File: src/pkg/pcl_pkg.sv
package pcl_pkg;

	// ==================================================
	// datapath widths
	localparam int PCL_POS_W        = 16;
	localparam int PCL_FRAC_W       = 13;
	localparam int PCL_NUM_PTS      = 9;
	localparam int PCL_CORR_W       = 8;
	localparam int PCL_CORR_SHIFT   = 5;
	localparam int PCL_SLOPE_FRAC   = 10;
	localparam int PCL_SLOPE_W      = 12;
	localparam int PCL_SLOPE_POL    = 12;
	localparam int PCL_COIL_W       = 9;
	localparam int PCL_CH_W         = 16;

	localparam logic signed [PCL_COIL_W-1:0] PCL_COIL_MAX = 9'sh0FC;
	localparam logic signed [PCL_COIL_W-1:0] PCL_COIL_MIN = -9'sh0FC;
	localparam logic [PCL_POS_W-1:0]         PCL_POS_MAX  = 16'hFFFF;
	localparam logic signed [PCL_CORR_W-1:0] PCL_CORR_LIM = 8'sh7F;

	// ==================================================
	// zero offset word decode
	localparam int                   PCL_ZERO_LIN_BIT = 13;
	localparam int                   PCL_ZERO_SH      = 5;
	localparam int                   PCL_ZERO_FLD_W   = 11;
	localparam logic [PCL_POS_W-1:0] PCL_ZERO_MID     = 16'h8000;

	// ==================================================
	// reset values
	localparam logic [15:0] PCL_ZERO_RST  = 16'h2400;
	localparam logic [15:0] PCL_SLOPE_RST = 16'h0400;

	// ==================================================
	// register indices (byte address is four times the index)
	localparam int         PCL_ADDR_LSB   = 2;
	localparam int         PCL_IDX_W      = 8;
	localparam logic [7:0] PCL_IDX_ZERO   = 8'h00;
	localparam logic [7:0] PCL_IDX_SLOPE  = 8'h01;
	localparam logic [7:0] PCL_IDX_PTW_LO = 8'h03;
	localparam logic [7:0] PCL_IDX_PTW_HI = 8'h07;
	localparam logic [7:0] PCL_IDX_COILS  = 8'h08;
	localparam logic [7:0] PCL_IDX_COILC  = 8'h09;
	localparam logic [7:0] PCL_IDX_CTRL   = 8'h0A;
	localparam logic [7:0] PCL_IDX_SPA    = 8'h18;
	localparam logic [7:0] PCL_IDX_CAL    = 8'h19;
	localparam logic [7:0] PCL_IDX_LIN    = 8'h1A;
	localparam int         PCL_CTRL_WRAP  = 0;

	// ==================================================
	// arctangent engine
	localparam int                   PCL_ITER     = 14;
	localparam logic [PCL_POS_W-1:0] PCL_ANG_HALF = 16'h8000;
	localparam logic [PCL_POS_W-1:0] PCL_ATAN [PCL_ITER] = '{
		16'h2000, 16'h12E4, 16'h09FB, 16'h0511, 16'h028B, 16'h0146, 16'h00A3,
		16'h0051, 16'h0029, 16'h0014, 16'h000A, 16'h0005, 16'h0003, 16'h0001
	};

	// ==================================================
	// bus carriers
	typedef struct packed {
		logic        psel;
		logic        penable;
		logic        pwrite;
		logic [31:0] paddr;
		logic [31:0] pwdata;
	} pcl_apb_req_t;

	typedef struct packed {
		logic        pready;
		logic        pslverr;
		logic [31:0] prdata;
	} pcl_apb_rsp_t;

	typedef logic [PCL_NUM_PTS-1:0][PCL_CORR_W-1:0] pcl_corr_t;

endpackage

File: src/verilog/pcl_atan.sv
`timescale 1ns/1ns
module pcl_atan #(
	parameter int CH_W = pcl_pkg::PCL_CH_W
) (
	input  wire logic                           clk_i,
	input  wire logic                           sys_rst_i,
	input  wire logic                           start_i,
	input  wire logic signed [CH_W:0]           sin_i,
	input  wire logic signed [CH_W:0]           cos_i,
	output logic                                busy_o,
	output logic                                done_o,
	output logic        [pcl_pkg::PCL_POS_W-1:0] angle_o
);
	import pcl_pkg::*;

	localparam int XW = CH_W + 4;

	typedef enum logic {PCL_IDLE, PCL_RUN} pcl_atan_st_t;

	pcl_atan_st_t         st_q;
	logic [3:0]           it_q;
	logic signed [XW-1:0] x_q;
	logic signed [XW-1:0] y_q;
	logic [PCL_POS_W-1:0] z_q;
	logic signed [XW-1:0] xs;
	logic signed [XW-1:0] ys;
	logic signed [XW-1:0] xe;
	logic signed [XW-1:0] ye;

	assign xs     = x_q >>> it_q;
	assign ys     = y_q >>> it_q;
	assign xe     = XW'(cos_i);
	assign ye     = XW'(sin_i);
	assign busy_o = (st_q == PCL_RUN);

	// ==================================================
	// vectoring iterations
	// arctangent of channels
	always_ff @(posedge clk_i) begin
		if (sys_rst_i) begin
			st_q <= PCL_IDLE;
			it_q <= 4'h0;
			x_q  <= '0;
			y_q  <= '0;
			z_q  <= '0;
		end else begin
			case (st_q)
				PCL_IDLE: begin
					if (start_i) begin
						st_q <= PCL_RUN;
						it_q <= 4'h0;
						x_q  <= xe[XW-1] ? -xe : xe;
						y_q  <= xe[XW-1] ? -ye : ye;
						z_q  <= xe[XW-1] ? PCL_ANG_HALF : '0;
					end
				end
				PCL_RUN: begin
					if (y_q[XW-1]) begin
						x_q <= x_q - ys;
						y_q <= y_q + xs;
						z_q <= z_q - PCL_ATAN[it_q];
					end else begin
						x_q <= x_q + ys;
						y_q <= y_q - xs;
						z_q <= z_q + PCL_ATAN[it_q];
					end
					if (it_q == 4'(PCL_ITER - 1)) begin
						st_q <= PCL_IDLE;
					end
					it_q <= it_q + 4'h1;
				end
				default: st_q <= PCL_IDLE;
			endcase
		end
	end

	// ==================================================
	// result
	always_ff @(posedge clk_i) begin
		if (sys_rst_i) begin
			done_o  <= 1'b0;
			angle_o <= '0;
		end else begin
			done_o <= (st_q == PCL_RUN) && (it_q == 4'(PCL_ITER - 1));
			if ((st_q == PCL_RUN) && (it_q == 4'(PCL_ITER - 1))) begin
				angle_o <= y_q[XW-1] ? z_q - PCL_ATAN[it_q] : z_q + PCL_ATAN[it_q];
			end
		end
	end

endmodule

File: src/verilog/pcl_interp.sv
`timescale 1ns/1ns
module pcl_interp (
	input  wire logic [pcl_pkg::PCL_POS_W-1:0] cal_i,
	input  wire pcl_pkg::pcl_corr_t            corr_i,
	output logic      [pcl_pkg::PCL_POS_W-1:0] lin_o
);
	import pcl_pkg::*;

	logic [2:0]             sec;
	logic [3:0]             sec_n;
	logic [PCL_FRAC_W-1:0]  frac;
	logic signed [23:0]     a_ext;
	logic signed [23:0]     b_ext;
	logic signed [23:0]     prod;
	logic signed [23:0]     acc;
	logic signed [23:0]     corr;
	logic signed [23:0]     sum;

	assign sec   = cal_i[PCL_POS_W-1:PCL_FRAC_W];
	assign frac  = cal_i[PCL_FRAC_W-1:0];
	assign sec_n = {1'b0, sec} + 4'h1;
	assign a_ext = 24'(signed'(corr_i[sec]));
	assign b_ext = 24'(signed'(corr_i[sec_n]));

	assign prod = (b_ext - a_ext) * $signed({11'h000, frac});
	assign acc  = (a_ext <<< PCL_FRAC_W) + prod;
	assign corr = acc >>> (PCL_FRAC_W - PCL_CORR_SHIFT);
	assign sum  = $signed({8'h00, cal_i}) + corr;

	always_comb begin
		if (sum < 0) begin
			lin_o = '0;
		end else if (sum > $signed({8'h00, PCL_POS_MAX})) begin
			lin_o = PCL_POS_MAX;
		end else begin
			lin_o = sum[PCL_POS_W-1:0];
		end
	end

endmodule

File: src/verilog/pcl_position_linearizer.sv
// Summary of operation
// - The calibrated position is an unsigned 16-bit value covering codes 0 to 65535.
// - The calibrated position is read-only at register index 19h and writes there change nothing.
// - The 16-bit range is cut into eight equal sections of 8192 codes whose ends are the points.
// - The nine points sit at fixed x positions k times 8192 and only their y values are set.
// - The y corrections come from the configuration words at indices 03h to 07h.
// - Each correction is a signed value of at most 127 weighted at the eleven top position bits.
// - Inside a section the correction is interpolated linearly between its two end points.
// - The corrected position is kept and readable in its own linearized position register.
// - The calibrated position is the raw angle minus the zero offset, times the slope factor.
// - The raw angle is the arctangent of the sine and cosine receiver channels.
// - The slope factor reaches at most four; larger gains cannot be encoded.
// - A coil offset of at most 252 in magnitude is subtracted from each raw channel.
// - With zero offset, unity slope and no corrections all three positions are equal.
// - Word 00h encodes zero offset as 2400h in linear mode, 0000h in wrap mode; word 01h unity as 0400h.
// - The raw angle register holds the position after the coil offsets but before zero offset, slope or correction.
//
// Design decision made here: the APB interface to the registers.
`timescale 1ns/1ns
module pcl_position_linearizer #(
	parameter int CH_W = pcl_pkg::PCL_CH_W
) (
	input  wire logic                              clk_i,
	input  wire logic                              sys_rst_i,
	input  wire pcl_pkg::pcl_apb_req_t             apb_req_i,
	output pcl_pkg::pcl_apb_rsp_t                  apb_rsp_o,
	input  wire logic signed [CH_W-1:0]            sin_raw_i,
	input  wire logic signed [CH_W-1:0]            cos_raw_i,
	input  wire logic                              sample_valid_i,
	output logic                                   sample_ready_o,
	output logic        [pcl_pkg::PCL_POS_W-1:0]    calibrated_position_o,
	output logic        [pcl_pkg::PCL_POS_W-1:0]    linearized_position_o,
	output logic                                   position_valid_o
);
	import pcl_pkg::*;

	// ==================================================
	// declarations
	logic [15:0]                   zero_offset_word_q;
	logic [15:0]                   slope_word_q;
	pcl_corr_t                     corr_q;
	logic signed [PCL_COIL_W-1:0]  coil_sin_q;
	logic signed [PCL_COIL_W-1:0]  coil_cos_q;
	logic                          wrap_mode_q;
	logic [PCL_POS_W-1:0]          spatial_angle_q;
	logic                          spa_vld_q;
	logic [PCL_POS_W-1:0]          calibrated_position_q;
	logic                          cal_vld_q;
	logic [PCL_POS_W-1:0]          linearized_position_q;
	logic                          lin_vld_q;
	logic [31:0]                   prdata_q;
	logic                          pslverr_q;

	logic                          setup;
	logic                          wr_acc;
	logic [PCL_IDX_W-1:0]          idx;
	logic                          upper_zero;
	logic [31:0]                   rd_data;
	logic                          rd_hit;
	logic signed [PCL_COIL_W-1:0]  wr_coil;

	logic signed [CH_W:0]          sin_comp;
	logic signed [CH_W:0]          cos_comp;
	logic                          start;
	logic                          atan_busy;
	logic                          atan_done;
	logic [PCL_POS_W-1:0]          atan_angle;

	logic [PCL_POS_W-1:0]          zero_off;
	logic [PCL_POS_W:0]            diff;
	logic [PCL_POS_W-1:0]          diff_eff;
	logic [27:0]                   scaled;
	logic [17:0]                   cal_wide;
	logic [PCL_POS_W-1:0]          cal_next;
	logic [PCL_POS_W-1:0]          lin_next;

	// ==================================================
	// bus decode
	assign setup      = apb_req_i.psel && !apb_req_i.penable;
	assign wr_acc     = apb_req_i.psel && apb_req_i.penable && apb_req_i.pwrite && !pslverr_q;
	assign idx        = apb_req_i.paddr[PCL_ADDR_LSB +: PCL_IDX_W];
	assign upper_zero = (apb_req_i.paddr[31:PCL_ADDR_LSB+PCL_IDX_W] == '0) &&
	                    (apb_req_i.paddr[PCL_ADDR_LSB-1:0] == '0);

	// zero wait states: data and error are prepared in the setup cycle
	assign apb_rsp_o.pready  = 1'b1;
	assign apb_rsp_o.pslverr = pslverr_q;
	assign apb_rsp_o.prdata  = prdata_q;

	always_comb begin
		if ($signed(apb_req_i.pwdata[PCL_COIL_W-1:0]) > PCL_COIL_MAX) begin
			wr_coil = PCL_COIL_MAX;
		end else if ($signed(apb_req_i.pwdata[PCL_COIL_W-1:0]) < PCL_COIL_MIN) begin
			wr_coil = PCL_COIL_MIN;
		end else begin
			wr_coil = $signed(apb_req_i.pwdata[PCL_COIL_W-1:0]);
		end
	end

	// ==================================================
	// read mux
	always_comb begin
		rd_data = '0;
		rd_hit  = 1'b1;
		case (idx)
			PCL_IDX_ZERO:  rd_data = {16'h0000, zero_offset_word_q};
			PCL_IDX_SLOPE: rd_data = {16'h0000, slope_word_q};
			PCL_IDX_COILS: rd_data = {{(32-PCL_COIL_W){coil_sin_q[PCL_COIL_W-1]}}, coil_sin_q};
			PCL_IDX_COILC: rd_data = {{(32-PCL_COIL_W){coil_cos_q[PCL_COIL_W-1]}}, coil_cos_q};
			PCL_IDX_CTRL:  rd_data = {31'h00000000, wrap_mode_q};
			PCL_IDX_SPA:   rd_data = {16'h0000, spatial_angle_q};
			PCL_IDX_CAL:   rd_data = {16'h0000, calibrated_position_q};
			PCL_IDX_LIN:   rd_data = {16'h0000, linearized_position_q};
			default: begin
				if ((idx >= PCL_IDX_PTW_LO) && (idx <= PCL_IDX_PTW_HI)) begin
					for (int k = 0; k < PCL_NUM_PTS; k++) begin
						if (idx == PCL_IDX_PTW_LO + 8'(k / 2)) begin
							rd_data[(k % 2) * PCL_CORR_W +: PCL_CORR_W] = corr_q[k];
						end
					end
				end else begin
					rd_hit = 1'b0;
				end
			end
		endcase
		if (!upper_zero) begin
			rd_hit = 1'b0;
		end
	end

	// ==================================================
	// bus response
	always_ff @(posedge clk_i) begin
		if (sys_rst_i) begin
			prdata_q  <= '0;
			pslverr_q <= 1'b0;
		end else if (setup) begin
			prdata_q  <= (rd_hit && !apb_req_i.pwrite) ? rd_data : '0;
			pslverr_q <= !rd_hit;
		end
	end

	// ==================================================
	// calibration words
	// identity reset values
	always_ff @(posedge clk_i) begin
		if (sys_rst_i) begin
			zero_offset_word_q <= PCL_ZERO_RST;
		end else if (wr_acc && (idx == PCL_IDX_ZERO)) begin
			zero_offset_word_q <= apb_req_i.pwdata[15:0];
		end
	end

	always_ff @(posedge clk_i) begin
		if (sys_rst_i) begin
			slope_word_q <= PCL_SLOPE_RST;
		end else if (wr_acc && (idx == PCL_IDX_SLOPE)) begin
			slope_word_q <= {3'h0, apb_req_i.pwdata[PCL_SLOPE_POL:0]};
		end
	end

	always_ff @(posedge clk_i) begin
		if (sys_rst_i) begin
			coil_sin_q <= '0;
			coil_cos_q <= '0;
		end else if (wr_acc && (idx == PCL_IDX_COILS)) begin
			coil_sin_q <= wr_coil;
		end else if (wr_acc && (idx == PCL_IDX_COILC)) begin
			coil_cos_q <= wr_coil;
		end
	end

	always_ff @(posedge clk_i) begin
		if (sys_rst_i) begin
			wrap_mode_q <= 1'b0;
		end else if (wr_acc && (idx == PCL_IDX_CTRL)) begin
			wrap_mode_q <= apb_req_i.pwdata[PCL_CTRL_WRAP];
		end
	end

	// ==================================================
	// correction points, two per word
	for (genvar g = 0; g < PCL_NUM_PTS; g++) begin : g_corr
		logic signed [PCL_CORR_W-1:0] wr_pt;
		assign wr_pt = apb_req_i.pwdata[(g % 2) * PCL_CORR_W +: PCL_CORR_W];
		always_ff @(posedge clk_i) begin
			if (sys_rst_i) begin
				corr_q[g] <= '0;
			end else if (wr_acc && (idx == PCL_IDX_PTW_LO + 8'(g / 2))) begin
				corr_q[g] <= (wr_pt < -PCL_CORR_LIM) ? -PCL_CORR_LIM : wr_pt;
			end
		end
	end

	// ==================================================
	// channel compensation and angle
	// subtract coil offset
	assign sin_comp = $signed({sin_raw_i[CH_W-1], sin_raw_i}) -
	                  $signed({{(CH_W+1-PCL_COIL_W){coil_sin_q[PCL_COIL_W-1]}}, coil_sin_q});
	assign cos_comp = $signed({cos_raw_i[CH_W-1], cos_raw_i}) -
	                  $signed({{(CH_W+1-PCL_COIL_W){coil_cos_q[PCL_COIL_W-1]}}, coil_cos_q});

	// samples offered while the engine runs are not taken
	assign start          = sample_valid_i && !atan_busy;
	assign sample_ready_o = !atan_busy;

	pcl_atan #(
		.CH_W (CH_W)
	) u_atan (
		.clk_i     (clk_i),
		.sys_rst_i (sys_rst_i),
		.start_i   (start),
		.sin_i     (sin_comp),
		.cos_i     (cos_comp),
		.busy_o    (atan_busy),
		.done_o    (atan_done),
		.angle_o   (atan_angle)
	);

	always_ff @(posedge clk_i) begin
		if (sys_rst_i) begin
			spatial_angle_q <= '0;
			spa_vld_q       <= 1'b0;
		end else begin
			spa_vld_q <= atan_done;
			if (atan_done) begin
				spatial_angle_q <= atan_angle;
			end
		end
	end

	// ==================================================
	// zero offset and slope
	// zero offset word decode
	always_comb begin
		if (wrap_mode_q) begin
			zero_off = {zero_offset_word_q[PCL_ZERO_FLD_W-1:0], PCL_ZERO_SH'(0)};
		end else if (zero_offset_word_q[PCL_ZERO_LIN_BIT]) begin
			zero_off = PCL_ZERO_MID - {zero_offset_word_q[PCL_ZERO_FLD_W-1:0], PCL_ZERO_SH'(0)};
		end else begin
			zero_off = PCL_ZERO_MID + {zero_offset_word_q[PCL_ZERO_FLD_W-1:0], PCL_ZERO_SH'(0)};
		end
	end

	always_comb begin
		if (slope_word_q[PCL_SLOPE_POL]) begin
			diff = {1'b0, zero_off} - {1'b0, spatial_angle_q};
		end else begin
			diff = {1'b0, spatial_angle_q} - {1'b0, zero_off};
		end
		// linear mode stops at zero below the start point
		if (diff[PCL_POS_W] && !wrap_mode_q) begin
			diff_eff = '0;
		end else begin
			diff_eff = diff[PCL_POS_W-1:0];
		end
	end

	assign scaled   = diff_eff * slope_word_q[PCL_SLOPE_W-1:0];
	assign cal_wide = scaled[27:PCL_SLOPE_FRAC];

	always_comb begin
		if (cal_wide[17:PCL_POS_W] != 2'b00) begin
			cal_next = PCL_POS_MAX;
		end else begin
			cal_next = cal_wide[PCL_POS_W-1:0];
		end
	end

	always_ff @(posedge clk_i) begin
		if (sys_rst_i) begin
			calibrated_position_q <= '0;
			cal_vld_q             <= 1'b0;
		end else begin
			cal_vld_q <= spa_vld_q;
			if (spa_vld_q) begin
				calibrated_position_q <= cal_next;
			end
		end
	end

	// ==================================================
	// linearization
	pcl_interp u_interp (
		.cal_i  (calibrated_position_q),
		.corr_i (corr_q),
		.lin_o  (lin_next)
	);

	always_ff @(posedge clk_i) begin
		if (sys_rst_i) begin
			linearized_position_q <= '0;
			lin_vld_q             <= 1'b0;
		end else begin
			lin_vld_q <= cal_vld_q;
			if (cal_vld_q) begin
				linearized_position_q <= lin_next;
			end
		end
	end

	// ==================================================
	// outputs
	assign calibrated_position_o = calibrated_position_q;
	assign linearized_position_o = linearized_position_q;
	assign position_valid_o      = lin_vld_q;

endmodule

File: config.mk
export PLATFORM = sky130hd
export DESIGN_NAME = pcl_position_linearizer
export DESIGN_NICKNAME = d
export VERILOG_FILES = /design/src/pkg/pcl_pkg.sv /design/src/verilog/pcl_atan.sv /design/src/verilog/pcl_interp.sv /design/src/verilog/pcl_position_linearizer.sv
export SDC_FILE = /design/constraint.sdc
export NUM_CORES = 2
export LEC_CHECK = 0
export BUFFER_PORTS_ARGS = -buffer_cell sky130_fd_sc_hd__buf_4
export CORE_UTILIZATION = 55
export CTS_CLUSTER_SIZE = 25
export DETAILED_ROUTE_END_ITERATION = 10
export GPL_ROUTABILITY_DRIVEN = 0
export PLACE_DENSITY_LB_ADDON = 0.08
export SLEW_MARGIN = 5
export SYNTH_ARGS = -nofsm -noshare
export SYNTH_HDL_FRONTEND = slang
export SYNTH_SLANG_ARGS = --single-unit
export TNS_END_PERCENT = 5
File: constraint.sdc
create_clock -name clk_i -period 12.15 [get_ports clk_i]
set_clock_uncertainty 0.2 [all_clocks]
set_input_delay 3.0375 -clock clk_i [delete_from_list [all_inputs] [get_ports clk_i]]
set_output_delay 3.0375 -clock clk_i [all_outputs]
set_load 0.02 [all_outputs]
# ---- Yosys cells after proc, flatten, opt, wreduce, memory -nomap -nowiden
# Memories as Yosys holds them, arrays and structs flattened.
# Cells that the tools add are included.
dict set report totals {
  register_bits 282
  rom_bits 256
  inputBits 102
  out_inout_bits 68
  n_memories 1
}
# name words word_bits rd rd_clocked_by_memory_dff wr line_no
set memory_table {}
lappend memory_table {{(no name shown)} 16 16 1 0 0 pcl_atan.sv:61} ;# z_q <= z_q - PCL_ATAN[it_q];
dict set report classes {
  addsub 19
  mul 2
  magnitude_cmp 11
  n_eq_ne 14
  shifts 2
  mux 50
  n_bitwise 3
  reduce_logical 32
}
# op count
set ops {}
lappend ops {{$mux 16} 12}
lappend ops {{$pmux 16 s8} 1}
lappend ops {{$mux 20} 6}
lappend ops {{$mux 8} 13}
lappend ops {{$pmux 20 s2} 2}
lappend ops {{$pmux 16 s2} 2}
lappend ops {{$add 20x20->20} 2}
lappend ops {{$neg 17->20} 2}
lappend ops {{$sshr 20x4->20} 2}
lappend ops {{$sub 20x20->20} 2}
lappend ops {{$sub 16x16->17} 2}
lappend ops {{$sub 16x9->17} 2}
lappend ops {{$bmux 8 s4} 1}
lappend ops {{$eq 8x3->1 const B} 4}
lappend ops {{$mux 32} 1}
lappend ops {{$mul 16x12->28} 1}
lappend ops {{$add 21x24->24} 1}
lappend ops {{$bmux 8 s3} 1}
lappend ops {{$eq 8x4->1 const B} 3}
lappend ops {{$eq 8x5->1 const B} 3}
lappend ops {{$mul 24x14->24} 1}
lappend ops {{$logic_not 22->1} 1}
lappend ops {{$logic_and 1x1->1} 20}
lappend ops {{$add 17x16->18} 1}
lappend ops {{other kinds (35)} 47}

# ---- Depth between registers and ports, before layout
dict set report logic_depth {
  depth_word 10
  mapped_depth 49
  ltp_nobuf 45
}

# ---- Cells and area by module
# Synthesis repeated with hierarchy kept, for this count alone.
dict set report hier_totals {
  cells_unflattened 4210
  area_unflattened_um2 33495.9
}
# module instances cells_each area_per_inst_um2
set by_module_without_submodules {}
lappend by_module_without_submodules {pcl_position_linearizer 1 2131 17051.4}
lappend by_module_without_submodules {pcl_atan 1 1338 9982.1}
lappend by_module_without_submodules {pcl_interp 1 741 6462.4}

# ---- Worst setup path before layout
# Ideal clock, no wire load.
dict set report synth_path {
  path_type {register -> register}
  start {reg calibrated_position_q[13], in the netlist calibrated_position_o[13]}
  end {reg linearized_position_q[10], in the netlist linearized_position_o[10]}
  setup_ps 70
  arrival_ps 11082
  path_slack_ps 797
  path_stages_with_launch 45
  path_buffers 4
  synth_period_minus_slack_ps 11353
  cell_sequence {dfxtp_1 > clkbuf_1 > buf_1 > clkbuf_1 > mux4_2 > mux2i_1 > ha_1 > nand2_1 > nor2_1 > a211oi_1 > nor2b_1 > o21ai_0 > nand2b_1 > a211oi_1 > mux2i_1 > or2_2 > fa_1 > fa_1 > (+9 left out) > o211ai_1 > nand2_1 > and2_1 > o21a_1 > o21a_1 > nor2_1 > ha_1 > and3_1 > and3_1 > a211o_1 > nor4_1 > o31ai_1 > a21o_1 > or2_1 > mux2i_1 > clkbuf_1 > o21ai_1 > a21oi_1}
}
dict set report synth_between {
  elab_chain_cells 10
  elab_cells_between_ends 13
}
# item line_no
set synth_lines {}
lappend synth_lines {{start: declaration} pcl_position_linearizer.sv:47} ;# logic [PCL_POS_W-1:0] calibrated_position_q;
lappend synth_lines {{start signal: assignment} pcl_position_linearizer.sv:277} ;# calibrated_position_q <= cal_next;
lappend synth_lines {{$add 3x1->4} pcl_interp.sv:21} ;# assign sec_n = {1'b0, sec} + 4'h1;
lappend synth_lines {{$bmux 8 s4} pcl_interp.sv:23} ;# assign b_ext = 24'(signed'(corr_i[sec_n]));
lappend synth_lines {{$mux 8 (not written as such)} pcl_interp.sv:23}
lappend synth_lines {{$sub 8x8->9} pcl_interp.sv:25} ;# assign prod = (b_ext - a_ext) * $signed({11'h000, frac});
lappend synth_lines {{$mul 24x14->24} pcl_interp.sv:25}
lappend synth_lines {{$add 21x24->24} pcl_interp.sv:26} ;# assign acc = (a_ext <<< PCL_FRAC_W) + prod;
lappend synth_lines {{$add 17x16->18 *} pcl_interp.sv:28} ;# assign sum = $signed({8'h00, cal_i}) + corr;
lappend synth_lines {{$gt 18x17->1} pcl_interp.sv:33} ;# end else if (sum > $signed({8'h00, PCL_POS_MAX})) begin
lappend synth_lines {{$mux 16} pcl_interp.sv:33}
lappend synth_lines {{$mux 16 *} pcl_interp.sv:31} ;# if (sum < 0) begin
lappend synth_lines {{end signal: assignment} pcl_position_linearizer.sv:297} ;# linearized_position_q <= lin_next;
lappend synth_lines {{end: declaration} pcl_position_linearizer.sv:49} ;# logic [PCL_POS_W-1:0] linearized_position_q;
# Every way passes the cells marked *; elsewhere a longest branch is shown, timed or not. The select of a mux whose other input is x is not followed.
# A chain may end at the register's enable or synchronous reset.

# ---- Final worst setup path
dict set report layout_path {
  start {reg calibrated_position_q[13], in the netlist calibrated_position_o[13]}
  end {reg linearized_position_q[6], in the netlist linearized_position_o[6]}
}
# The elaborated chain is that of the path after synthesis.

==> impl_metrics.csv <==
group,metric,value,unit
worst_setup_path,cp_slowest_cell,"mux4_2",
grt,grt_max_degree,108,
clocking,numCtsBuffers,31,
pwr,p_per_area,117,nW/µm²
grt,grt_pass1_vias,27600,
grt,groute.usage.overall,32.1,%
worst_hold_path,hold_end,"zero_offset_word_q[15]$_SDFFE_PP0P_",
cells_and_area,syn2layout_area_growth,8.25,%
worst_setup_path,critical_path.top_delay_family,"adder cells",
yosys,synthesis.nets,4547,
worst_setup_path,r2r_end,"linearized_position_o[6]$_SDFFE_PP0P_",
floorplanning,coreArea,57900,µm²
cells_and_area,nets,4555,
timing,hold_violations,0,
grt,overflow,0,
drt,vias,28700,
yosys,ys.flop_type,"dfxtp_1",
worst_setup_path,r2r_slack,0.80,ns
drt,drc,0,
yosys,yosysWarnings,0,
grt,grt_pass1_wl,153,mm
clocking,clockRootBuffer,"clkbuf_16",
worst_setup_path,path_class,"flop to flop",
yosys,yosysUniqueCellTypes,92,
timing,slew_headroom,23.1,%
worst_setup_path,rr_worst_depth,42,
worst_setup_path,worst_setup_path_end_kind,"flop",
grt,antenna_found_initial,4,
floorplanning,die_area,59800,µm²
clocking,tritoncts,"done",
timing,timing.setup.tns,0,ns
worst_hold_path,hold_path_class,"flop to flop",
yosys,yosys.area.top_type_share,16.5,%
worst_hold_path,hold_depth,2,
clocking,cts_max_path_buffers,3,
yosys,synth_enable_flop_cells,0,
yosys,synth-async-reset-ratio,0,%
worst_setup_path,cp_data_arrival_time,11.68,ns
timing,hold_ws,0.258,ns
clocking,htree_levels,1,
floorplanning,dieHeight,244,µm
timing,finalSetupViolCount,0,
timing,finalCritPeriodShare,93.4,%
yosys,ys_seq_elements,267,
worst_setup_path,critPathBufInv,5,
floorplanning,initial_core_util,55.8,%
worst_setup_path,cpPeakStageDelay,0.57,ns
worst_hold_path,worstHoldStart,"zero_offset_word_q[15]$_SDFFE_PP0P_",
worst_setup_path,r2r_start,"calibrated_position_o[13]$_SDFFE_PP0P_",
clocking,clock_latency,0.62,ns
timing,max_freq,88.1,MHz
clocking,cts_hold_buf,0,
status,outcome,"completed",
yosys,ys_seq_area_share,16.5,%
cells_and_area,final_cells,4747,
placed_design,placed_cells,4689,
worst_setup_path,cp.required,12.48,ns
timing,rsz0062_at_grt,"false",
yosys,synthTopCellsByArea,"dfxtp_1 (17%), fa_1 (15%), ha_1 (10%), nand2_1 (6.1%), mux4_2 (6.0%)",
pwr,leakage,15.4,nW
yosys,yosys-top-cells-count,"nand2_1 (527), inv_1 (345), nor2_1 (327)",
timing,fin_crit,11.35,ns
yosys,syn_area,32300,µm²
floorplanning,die_w,244,µm
yosys,synth_area_leader_cell,"dfxtp_1",
drt,wl,96.4,mm
drt,first_pass_iters,5,
clocking,clkTransAtPathRegs,0.06,ns
job,drv_cap,0,
yosys,synthCells,3949,
placed_design,port_buffers,152,
clocking,cts.sinks,267,
placed_design,place_hpwl,73.6,mm
drt,ant_nets,0,
pwr,report.power.total,4.09,mW
yosys,synth_most_common_cell,"nand2_1",
drt,routed_via_density,6.05,
worst_setup_path,critical_path.max_fanout,36,
drt,drt_iter0_drc,2160,
timing,worst_pin_slew,1.15,ns
pwr,irDropWorstVdd,0.000232,V
cells_and_area,layout-drive-gt1-share,10.3,%
yosys,avgSynthCellArea,8.19,µm²
floorplanning,rows,88,
floorplanning,ios,170,
worst_setup_path,cp-start-kind,"flop",
timing,finalMaxSlewViolations,0,
worst_setup_path,crit_top_cell,"fa_1",
drt,wire_per_inst,20.3,µm
per-stage QoR:
stage               worst slack (ns)  instance area (µm²)  utilization, %
floorplan                      0.797                32300               -
global placement               0.912                34000            58.6
detailed placement             0.800                34000            58.6
CTS                            0.737                35000            60.4
global route                  0.0696                35000            60.4
finish                         0.801                35000            60.4
routing by layer:
| layer | wire (µm) | GRT usage (%) |
|---|---|---|
| met4 | 4570 | 14.0 |
| met1 | 39800 | 41.1 |
| met2 | 46100 | 54.3 |
| met3 | 5830 | 3.93 |
| met5 | 23 | 0 |
area by class of cell:
class | instances | area [µm²]
multi-input combinational | 3088 | 24700
fill | 5409 | 22900
sequential | 267 | 5350
timing repair buffer | 220 | 1660
inverter | 349 | 1310
tap | 765 | 957
clock buffer | 43 | 861
clock inverter | 13 | 174
antenna | 2 | 5.00
kinds of logic after synthesis:
kind of cell	share of synthesized area, %
xor+xnor	5.12
simple gates	19.4
compound gates	17.3
mux	9.69
fa+ha+maj	24.7
other cells	0.0116
flops	16.5
buf+inv	7.29
what timing repair did:
| item | in CTS | in global routing |
|---|---|---|
| setup endpoints to repair | 0 | 4 |
| buffers inserted | 0 | 0 |
| resized for setup | 0 | 2 |
how the worst max path moves through the flow:
stage	to	slack, ns	depth (start not counted)	from
after CTS	linearized_position_o[6]$_SDFFE_PP0P_	0.74	42	calibrated_position_o[13]$_SDFFE_PP0P_
final	linearized_position_o[6]$_SDFFE_PP0P_	0.80	42	calibrated_position_o[13]$_SDFFE_PP0P_
after global routing	linearized_position_o[5]$_SDFFE_PP0P_	0.07	44	calibrated_position_o[14]$_SDFFE_PP0P_
after floorplan	linearized_position_o[10]$_SDFFE_PP0P_	0.80	44	calibrated_position_o[13]$_SDFFE_PP0P_
after global placement	linearized_position_o[6]$_SDFFE_PP0P_	0.91	42	calibrated_position_o[13]$_SDFFE_PP0P_
after detailed placement	linearized_position_o[6]$_SDFFE_PP0P_	0.80	42	calibrated_position_o[13]$_SDFFE_PP0P_
registers in the layout (all words and copies together) (netlist names), 16 cells and up:
register / count
u_atan.x_q: 20
u_atan.z_q: 16
calibrated_position_o: 16
corr_q: 72
prdata_q: 17
linearized_position_o: 16
spatial_angle_q: 16
u_atan.y_q: 20
zero_offset_word_q: 16
u_atan.angle_o: 16
worst register-to-register path, delay by kind of cell (launching register included):
kind / cells / cell delay, ns
AO/OA/AOI/OAI: 13 / 2.74
XOR/XNOR: 1 / 0.14
buffers and inverters: 5 / 0.81
adder cells (fa/ha/maj): 8 / 3.72
flip-flops: 1 / 0.39
multiplexers: 3 / 1.29
AND/OR/NAND/NOR: 12 / 2.01
report_power, final:
part	total, mW	leakage, nW	switching [mW]	internal (mW)
combinational	2.07	12.7	1.15	0.923
clock	0.973	0.510	0.411	0.561
sequential	1.05	2.16	0.105	0.941
total	4.09	15.4	1.67	2.43
layout by cell type, fill, tap and decap left out, drive strengths merged, types with 21 or more instances in the layout:
cell,synthesis,layout
a221oi,21,21
nand3,41,41
a211oi,91,91
nor2,327,327
nand4,22,22
xnor2,119,119
nand2b,62,62
nor2b,48,48
xor2,70,70
a22oi,22,22
nor3,62,62
o21ai,112,112
and2,125,125
mux2i,105,105
mux4,86,86
and3,40,40
ha,261,261
a21oi,287,287
inv,348,352
fa,235,235
a21o,60,60
clkbuf,181,44
buf,64,219
o21a,38,38
nand2,527,527
a31oi,29,29
dfxtp,267,267
nor4,24,24
Note: power is estimated with default switching activity, not from simulation.
